[config.mk]
export PLATFORM = sky130hd
export DESIGN_NAME = nvm_access_control
export DESIGN_NICKNAME = d
export VERILOG_FILES = /design/src/nvm_access_pkg.sv /design/src/nvm_access_control.sv
export SDC_FILE = /design/constraint.sdc
export NUM_CORES = 2
export LEC_CHECK = 0
export BUFFER_PORTS_ARGS = -buffer_cell sky130_fd_sc_hd__buf_2
export CAP_MARGIN = 15
export CORE_MARGIN = 1.5
export CORE_UTILIZATION = 34
export CTS_CLUSTER_SIZE = 25
export DETAILED_ROUTE_END_ITERATION = 6
export MAX_ROUTING_LAYER = met4
export PLACE_DENSITY = 0.53
export SYNTH_ARGS = -nofsm -noshare
export SYNTH_HDL_FRONTEND = slang
export SYNTH_SLANG_ARGS = --single-unit
[constraint.sdc]
create_clock -name i_ref_clk -period 7.5 [get_ports i_ref_clk]
set_input_delay 1.5 -clock i_ref_clk [delete_from_list [all_inputs] [get_ports i_ref_clk]]
set_output_delay 1.5 -clock i_ref_clk [all_outputs]
set_load 0.02 [all_outputs]
[src/nvm_access_pkg.sv]
package nvm_access_pkg;

  // ****************************************
  // register map
  // ****************************************
  localparam int          BUS_ADDR_W     = 4;
  localparam logic [3:0]  OFS_ADDRESS    = 4'h0;
  localparam logic [3:0]  OFS_DATA       = 4'h1;
  localparam logic [3:0]  OFS_CONTROL    = 4'h2;
  localparam logic [3:0]  OFS_UNLOCK     = 4'h3;
  localparam logic [3:0]  OFS_FLAGS      = 4'h4;
  localparam logic [3:0]  OFS_INT_MASK   = 4'h5;
  localparam logic [3:0]  OFS_PRIORITY   = 4'h6;

  // ****************************************
  // fields and reset values
  // ****************************************
  localparam int          DONE_BIT       = 4;
  localparam logic [7:0]  ADDRESS_RESET  = 8'h00;
  localparam logic [7:0]  DATA_RESET     = 8'h00;
  localparam logic        FLAGS_RESET    = 1'b0;
  localparam logic        MASK_RESET     = 1'b0;
  localparam logic        PRIORITY_RESET = 1'b1;
  localparam logic [7:0]  UNLOCK_KEY1    = 8'h55;
  localparam logic [7:0]  UNLOCK_KEY2    = 8'hAA;
  localparam logic [7:0]  ERASED_BYTE    = 8'hFF;
  localparam logic [7:0]  ZERO_BYTE      = 8'h00;
  localparam int          MEM_DEPTH      = 256;

  // ****************************************
  // timing
  // ****************************************
  localparam int          CLK_HZ         = 10_000_000;
  localparam int          WRITE_TIME_US  = 4000;
  localparam int          WRITE_CYCLES_DEFAULT = WRITE_TIME_US * (CLK_HZ / 1_000_000);

  // ****************************************
  // types
  // ****************************************
  typedef enum logic [1:0] {
    SPACE_DATA = 2'b00,
    SPACE_PROG = 2'b01,
    SPACE_CFG  = 2'b10
  } space_t;

  typedef enum logic [2:0] {
    UL_IDLE  = 3'b001,
    UL_KEY1  = 3'b010,
    UL_ARMED = 3'b100
  } unlock_state_t;

  typedef struct packed {
    logic program_memory_select;
    logic config_space_select;
    logic unused;
    logic row_erase;
    logic write_error_flag;
    logic erase_write_enable;
    logic write_start;
    logic read_start;
  } ctrl_t;

  typedef struct packed {
    logic [BUS_ADDR_W-1:0] addr;
    logic [7:0]            wdata;
    logic                  wr;
    logic                  rd;
  } reg_req_t;

  typedef struct packed {
    logic       strobe;
    space_t     space;
    logic       row_erase;
    logic [7:0] addr;
    logic [7:0] data;
  } ext_req_t;

endpackage : nvm_access_pkg

[src/nvm_access_control.sv]
// Local design decisions: the register addresses and strobed register access.
module nvm_access_control #(
  parameter int unsigned WRITE_CYCLES = nvm_access_pkg::WRITE_CYCLES_DEFAULT
) (
  input  wire logic                      i_ref_clk,
  input  wire logic                      i_rstn,
  input  wire nvm_access_pkg::reg_req_t  i_bus,
  input  wire logic                      i_external_master_reset,
  input  wire logic                      i_watchdog_timeout,
  input  wire logic [7:0]                i_config_byte,
  output logic [7:0]                     o_rdata,
  output logic                           o_irq,
  output logic                           o_nvm_done_priority,
  output logic                           o_busy,
  output nvm_access_pkg::ext_req_t       o_ext_req
);
  import nvm_access_pkg::*;

  localparam int CNT_W = $clog2(WRITE_CYCLES + 1);

  if (WRITE_CYCLES < 2) begin : g_check
    $error("WRITE_CYCLES must be at least 2");
  end

  // ****************************************
  // state
  // ****************************************
  logic [7:0]    nvm_address_byte;
  logic [7:0]    nvm_data_byte;
  ctrl_t         ctrl;
  logic          nvm_done_flag;
  logic          nvm_done_int_mask;
  logic          nvm_done_priority;
  unlock_state_t ul_state;
  unlock_state_t next_ul_state;
  logic [CNT_W-1:0] cnt;
  space_t        op_space;
  logic [7:0]    op_addr;
  logic [7:0]    op_data;
  logic          op_erase;
  logic          rd_cfg;
  logic [7:0]    mem [MEM_DEPTH];

  // ****************************************
  // decode
  // ****************************************
  wire   rst_evt   = i_external_master_reset | i_watchdog_timeout;
  wire   bus_wr    = i_bus.wr & ~rst_evt;
  wire   bus_rd    = i_bus.rd & ~rst_evt;
  wire   wr_addr   = bus_wr & (i_bus.addr == OFS_ADDRESS);
  wire   wr_data   = bus_wr & (i_bus.addr == OFS_DATA);
  wire   wr_ctrl   = bus_wr & (i_bus.addr == OFS_CONTROL);
  wire   wr_unlock = bus_wr & (i_bus.addr == OFS_UNLOCK);
  wire   wr_flags  = bus_wr & (i_bus.addr == OFS_FLAGS);
  wire   wr_mask   = bus_wr & (i_bus.addr == OFS_INT_MASK);
  wire   wr_prio   = bus_wr & (i_bus.addr == OFS_PRIORITY);
  wire ctrl_t ctrl_w = ctrl_t'(i_bus.wdata);
  wire   busy      = ctrl.write_start;
  wire   armed     = (ul_state == UL_ARMED);
  wire   done      = busy & (cnt == CNT_W'(1));
  wire   clr_done  = wr_flags & i_bus.wdata[DONE_BIT];

  // write start needs the armed unlock and write enable already set
  wire   start_write = wr_ctrl & ctrl_w.write_start & armed
                     & ctrl.erase_write_enable & ~busy;
  wire   start_read  = wr_ctrl & ctrl_w.read_start
                     & ~ctrl_w.program_memory_select
                     & ~busy & ~ctrl.read_start;

  // target space taken from the control value written with the start
  wire space_t sel_space = ctrl_w.config_space_select ? SPACE_CFG
                         : ctrl_w.program_memory_select ? SPACE_PROG
                         : SPACE_DATA;
  wire   sel_data  = (sel_space == SPACE_DATA);

  wire [7:0] mem_at_addr = mem[nvm_address_byte];
  wire [7:0] mem_at_op   = mem[op_addr];

  wire [7:0] ctrl_rd = {ctrl.program_memory_select, ctrl.config_space_select,
                        1'b0, ctrl.row_erase, ctrl.write_error_flag,
                        ctrl.erase_write_enable, ctrl.write_start, ctrl.read_start};
  wire [7:0] flags_rd = {3'b000, nvm_done_flag, 4'b0000};
  wire [7:0] mask_rd  = {3'b000, nvm_done_int_mask, 4'b0000};
  wire [7:0] prio_rd  = {3'b000, nvm_done_priority, 4'b0000};
  // unlock port and unmapped offsets read zero
  wire [7:0] rd_mux = (i_bus.addr == OFS_ADDRESS)  ? nvm_address_byte
                    : (i_bus.addr == OFS_DATA)     ? nvm_data_byte
                    : (i_bus.addr == OFS_CONTROL)  ? ctrl_rd
                    : (i_bus.addr == OFS_FLAGS)    ? flags_rd
                    : (i_bus.addr == OFS_INT_MASK) ? mask_rd
                    : (i_bus.addr == OFS_PRIORITY) ? prio_rd
                    : ZERO_BYTE;

  // ****************************************
  // unlock sequence
  // ****************************************
  always_comb
  begin
    next_ul_state = ul_state;
    case (ul_state)
      UL_IDLE:
        if (wr_unlock && i_bus.wdata == UNLOCK_KEY1)
          next_ul_state = UL_KEY1;
      UL_KEY1:
        if (bus_wr)
          next_ul_state = (wr_unlock && i_bus.wdata == UNLOCK_KEY2)
                        ? UL_ARMED : UL_IDLE;
      UL_ARMED:
        if (bus_wr)
          next_ul_state = UL_IDLE;
      default:
        next_ul_state = UL_IDLE;
    endcase
    if (rst_evt)
      next_ul_state = UL_IDLE;
  end

  always_ff @(posedge i_ref_clk or negedge i_rstn)
    if (!i_rstn)
      ul_state <= UL_IDLE;
    else
      ul_state <= next_ul_state;

  // ****************************************
  // address and data registers
  // ****************************************
  always_ff @(posedge i_ref_clk or negedge i_rstn)
    if (!i_rstn)
      nvm_address_byte <= ADDRESS_RESET;
    else if (rst_evt && busy)
      nvm_address_byte <= ADDRESS_RESET;
    else if (wr_addr)
      nvm_address_byte <= i_bus.wdata;

  always_ff @(posedge i_ref_clk or negedge i_rstn)
    if (!i_rstn)
      nvm_data_byte <= DATA_RESET;
    else if (rst_evt && busy)
      nvm_data_byte <= DATA_RESET;
    else if (wr_data)
      nvm_data_byte <= i_bus.wdata;
    else if (ctrl.read_start)
      nvm_data_byte <= rd_cfg ? i_config_byte : mem_at_addr;

  // ****************************************
  // control register
  // ****************************************
  always_ff @(posedge i_ref_clk or negedge i_rstn)
    if (!i_rstn)
    begin
      ctrl <= '0;
    end
    else if (rst_evt)
    begin
      ctrl.row_erase          <= 1'b0;
      ctrl.erase_write_enable <= 1'b0;
      ctrl.write_start        <= 1'b0;
      ctrl.read_start         <= 1'b0;
      if (busy)
        ctrl.write_error_flag <= 1'b1;
    end
    else
    begin
      if (wr_ctrl)
      begin
        ctrl.program_memory_select <= ctrl_w.program_memory_select;
        ctrl.config_space_select   <= ctrl_w.config_space_select;
        ctrl.row_erase             <= ctrl_w.row_erase;
        ctrl.write_error_flag      <= ctrl_w.write_error_flag;
        ctrl.erase_write_enable    <= ctrl_w.erase_write_enable;
      end
      if (start_write)
        ctrl.write_start <= 1'b1;
      else if (done)
        ctrl.write_start <= 1'b0;
      ctrl.read_start <= start_read;
    end

  // ****************************************
  // write timer and operation latch
  // ****************************************
  always_ff @(posedge i_ref_clk or negedge i_rstn)
    if (!i_rstn)
      cnt <= '0;
    else if (rst_evt)
      cnt <= '0;
    else if (start_write)
      cnt <= CNT_W'(WRITE_CYCLES);
    else if (busy)
      cnt <= cnt - CNT_W'(1);

  always_ff @(posedge i_ref_clk or negedge i_rstn)
    if (!i_rstn)
    begin
      op_space <= SPACE_DATA;
      op_addr  <= ZERO_BYTE;
      op_data  <= ZERO_BYTE;
      op_erase <= 1'b0;
      rd_cfg   <= 1'b0;
    end
    else
    begin
      if (start_write)
      begin
        op_space <= sel_space;
        op_addr  <= nvm_address_byte;
        op_data  <= nvm_data_byte;
        op_erase <= ctrl_w.row_erase;
      end
      if (start_read)
        rd_cfg <= ctrl_w.config_space_select;
    end

  // ****************************************
  // data array, erased at start, programmed at end
  // ****************************************
  always_ff @(posedge i_ref_clk)
    if (start_write && sel_data)
      mem[nvm_address_byte] <= ERASED_BYTE;
    else if (done && !rst_evt && op_space == SPACE_DATA)
      mem[op_addr] <= op_data;

  // ****************************************
  // program and configuration hand-off
  // ****************************************
  always_ff @(posedge i_ref_clk or negedge i_rstn)
    if (!i_rstn)
      o_ext_req <= '0;
    else
    begin
      o_ext_req.strobe    <= done && !rst_evt && op_space != SPACE_DATA;
      o_ext_req.space     <= op_space;
      o_ext_req.row_erase <= op_erase;
      o_ext_req.addr      <= op_addr;
      o_ext_req.data      <= op_data;
    end

  // ****************************************
  // interrupt registers
  // ****************************************
  always_ff @(posedge i_ref_clk or negedge i_rstn)
    if (!i_rstn)
    begin
      nvm_done_flag     <= FLAGS_RESET;
      nvm_done_int_mask <= MASK_RESET;
      nvm_done_priority <= PRIORITY_RESET;
    end
    else
    begin
      if (done && !rst_evt)
        nvm_done_flag <= 1'b1;
      else if (clr_done)
        nvm_done_flag <= 1'b0;
      if (wr_mask)
        nvm_done_int_mask <= i_bus.wdata[DONE_BIT];
      if (wr_prio)
        nvm_done_priority <= i_bus.wdata[DONE_BIT];
    end

  // ****************************************
  // outputs
  // ****************************************
  always_ff @(posedge i_ref_clk or negedge i_rstn)
    if (!i_rstn)
    begin
      o_rdata             <= ZERO_BYTE;
      o_irq               <= 1'b0;
      o_nvm_done_priority <= PRIORITY_RESET;
    end
    else
    begin
      o_rdata             <= bus_rd ? rd_mux : ZERO_BYTE;
      o_irq               <= nvm_done_flag & nvm_done_int_mask;
      o_nvm_done_priority <= nvm_done_priority;
    end

  assign o_busy = ctrl.write_start;

  // busy cycle count for the duration check
  logic [CNT_W:0] busy_len;
  always_ff @(posedge i_ref_clk or negedge i_rstn)
    if (!i_rstn)
      busy_len <= '0;
    else if (start_write)
      busy_len <= (CNT_W+1)'(1);
    else if (busy)
      busy_len <= busy_len + (CNT_W+1)'(1);
endmodule : nvm_access_control

==> impl_metrics.tcl <==
set metrics [dict create \
    status "completed" \
    drc 0 \
    fin_skew_ns 0.03876 \
    synth_edf_count 2048 \
    wl_per_cell_um 30.30 \
    period_needed_ns 5.507 \
    ys_ff_latch 2143 \
    syn_nets 4213 \
    p_leak_nw 34.75 \
    min_path_cells 0 \
    worst_skew_pair.late_latency_ns 0.88 \
    fin_nets 4330 \
    max_freq_mhz 181.6 \
    htreeDepth 4 \
    seq_area_frac_synth 0.7576 \
    hold_viol 0 \
    async_flop_share 0.04433 \
    worst_pin_slew_ns 1.237 \
    synth_common_cells "2048 x edfxtp_1, 500 x mux4_2, 331 x nor2_1" \
    clkSlewWorstSetupHoldPaths_ns 0.06 \
    via_per_inst 5.425 \
    critPathCaptureType "flop" \
    core_um2 246200 \
    syn-mean-instance-area_um2 20.15 \
    hold_ws_ns 0.3733 \
    drt_iter0_markers 4905 \
    cts_tree "yes" \
    period_share 0.7343 \
    synth.area.top_cells "edfxtp_1 73%, mux4_2 13%, dfrtp_1 2.7%" \
    initial_core_util 0.3425 \
    reg2reg_depth 7 \
    post-route-cell-area_um2 95480 \
    worstPathRequired_ns 8.00 \
    hold_buffers 0 \
    portBuffers 56 \
    drv_slew 0 \
    synth_cell_type_count 78 \
    grt_pass1_wl_mm 334.8 \
    die_area_um2 251000 \
    gp_congestion 0.8707 \
    firstDrtPassIters 6 \
    worstHoldStart "nvm_done_priority" \
    power_density_nw_per_um2 266.9 \
    dp_hpwl_mm 144.5 \
    yosysTopAreaCellShare 0.7294 \
    setup-tns-final_ns 0 \
    dpl-instance-area_um2 88270 \
    cp-start-kind "primary input" \
    synth_top_flop_cell "edfxtp_1" \
    wl_mm 236.7 \
    rsz0062_at_grt "false" \
    yosysTopAreaCell "edfxtp_1" \
    total_power_mw 25.48 \
    syn_inst 4185 \
    drv_cap 0 \
    gr-total-overflow 0 \
    grt_pass1_vias 42349 \
    grt_usage 0.1932 \
    layout-drive-gt1-share 0.2403 \
    irDropWorstVdd_mv 0.2625 \
    vias 42368 \
    fp-row-count 182 \
    critPathMaxFanout 18 \
    grt_max_degree 157 \
    cts_root_buf "clkbuf_16" \
    synth-warning-count 0 \
    fp.dieW_um 501.0 \
    crit_type "primary input to flop" \
    netlist_area_um2 84320 \
    io_pins 57 \
    cts_buffers 215 \
    ant_nets 0 \
    startpoint "i_bus[12]" \
    r2r-start "cnt[10]" \
    die_y_um 501.0 \
    clk_path_buf_depth 3 \
    postCtsSetupBuffers 0 \
    synth.most_common_cell "edfxtp_1" \
    antenna_found_initial 7 \
    arrival_ns 6.00 \
    relSlewSlack 0.1680 \
    cts.repair.resized 0 \
    cts_sinks 2143 \
    syn2layout_area_growth_pct 13.24 \
    setup_violations 0 \
    hold_class "flop to flop" \
]
final timing paths:
path	to	slack, ns
worst max-delay path	mem[229][4]	1.99
worst min-delay path	o_nvm_done_priority	0.37
worst max register to register	mem[229][4]	2.49
worst min register to register	o_nvm_done_priority	0.37
max in group asynchronous	op_addr[1]	5.77
min in group asynchronous	ul_state[2]	0.63
per-layer routing:
layer	wire [µm]	global-route usage	up-vias
met5	0	-	-
met4	7142	0.05901	0
met3	17540	0.03637	367
met2	110700	0.2924	1836
met1	101300	0.2647	22724
li1	-	-	17441
layout make-up:
type                       instances  area, µm²
clock inverter                   153       1629
fill                           21912     150700
antenna                            8      20.02
inverter                          15      61.31
tap                             3312       4144
clock buffer                     252       5559
multi-input combinational       1777      19010
timing repair buffer             150       1156
sequential                      2143      63900
power breakdown:
part / internal, mW / switching, mW
sequential: 12.9 / 0.0861
clock: 6.29 / 4.69
combinational: 0.492 / 1.00
logic make-up after synthesis:
logic type | count (synthesis) | share of synthesized area
DFF | 2143 | 0.7576
and+or+nand+nor | 797 | 0.04483
muxes | 647 | 0.1517
AOI/OAI and AO/OA | 328 | 0.02714
buffers and inverters | 265 | 0.01810
xor gates and xnor gates | 3 | 0.0003117
adders and majority gates | 2 | 0.0002967
layout by cell type, fill, tap and decap left out, types with 17 or more instances in the layout:
cell type and count:
clkbuf_16 215, nand3_1 34, buf_4 80, clkbuf_1 33
mux2i_1 127, nor3b_1 19, mux4_2 500, clkinvlp_4 17
nor2_2 17, o22ai_1 38, clkinv_2 51, a311oi_1 18
o21ai_0 53, edfxtp_1 2048, bufinv_16 28, a211oi_1 20
clkinv_1 38, nor2_1 330, dfrtp_1 87, a21oi_1 46
nand2b_1 22, and2_1 24, buf_2 56, a22oi_1 40
nand2_1 185, nor3_1 44, nor2b_1 22
registers in the layout, indices dropped and copies added (netlist names):
register and flops:
cnt 16, ctrl 6, mem 2048, nvm_address_byte 8
nvm_data_byte 8, nvm_done_flag 1, nvm_done_int_mask 1, nvm_done_priority 1
o_busy 1, o_ext_req 20, o_irq 1, o_nvm_done_priority 1
o_rdata 8, op_addr 8, op_data 8, op_erase 1
op_space 2, rd_cfg 1, ul_state 3
worst max-delay path, cell delays in order:
cell and delay (ns):
buf_2 0.14, nor2_1 0.60, nand3_2 0.34, nor4_4 0.68, a21o_1 0.71, nand3_2 0.91
buf_4 0.51, nor2_1 0.57
per-stage QoR:
stage,instances,util,worst slack [ns]
floorplan,4185,-,1.319
global placement,7394,0.3585,1.235
detailed placement,7396,0.3586,1.191
CTS,7801,0.3878,2.111
global route,7803,0.3878,1.813
finish,7810,0.3879,1.993
Note: power is estimated with default switching activity, not from simulation.
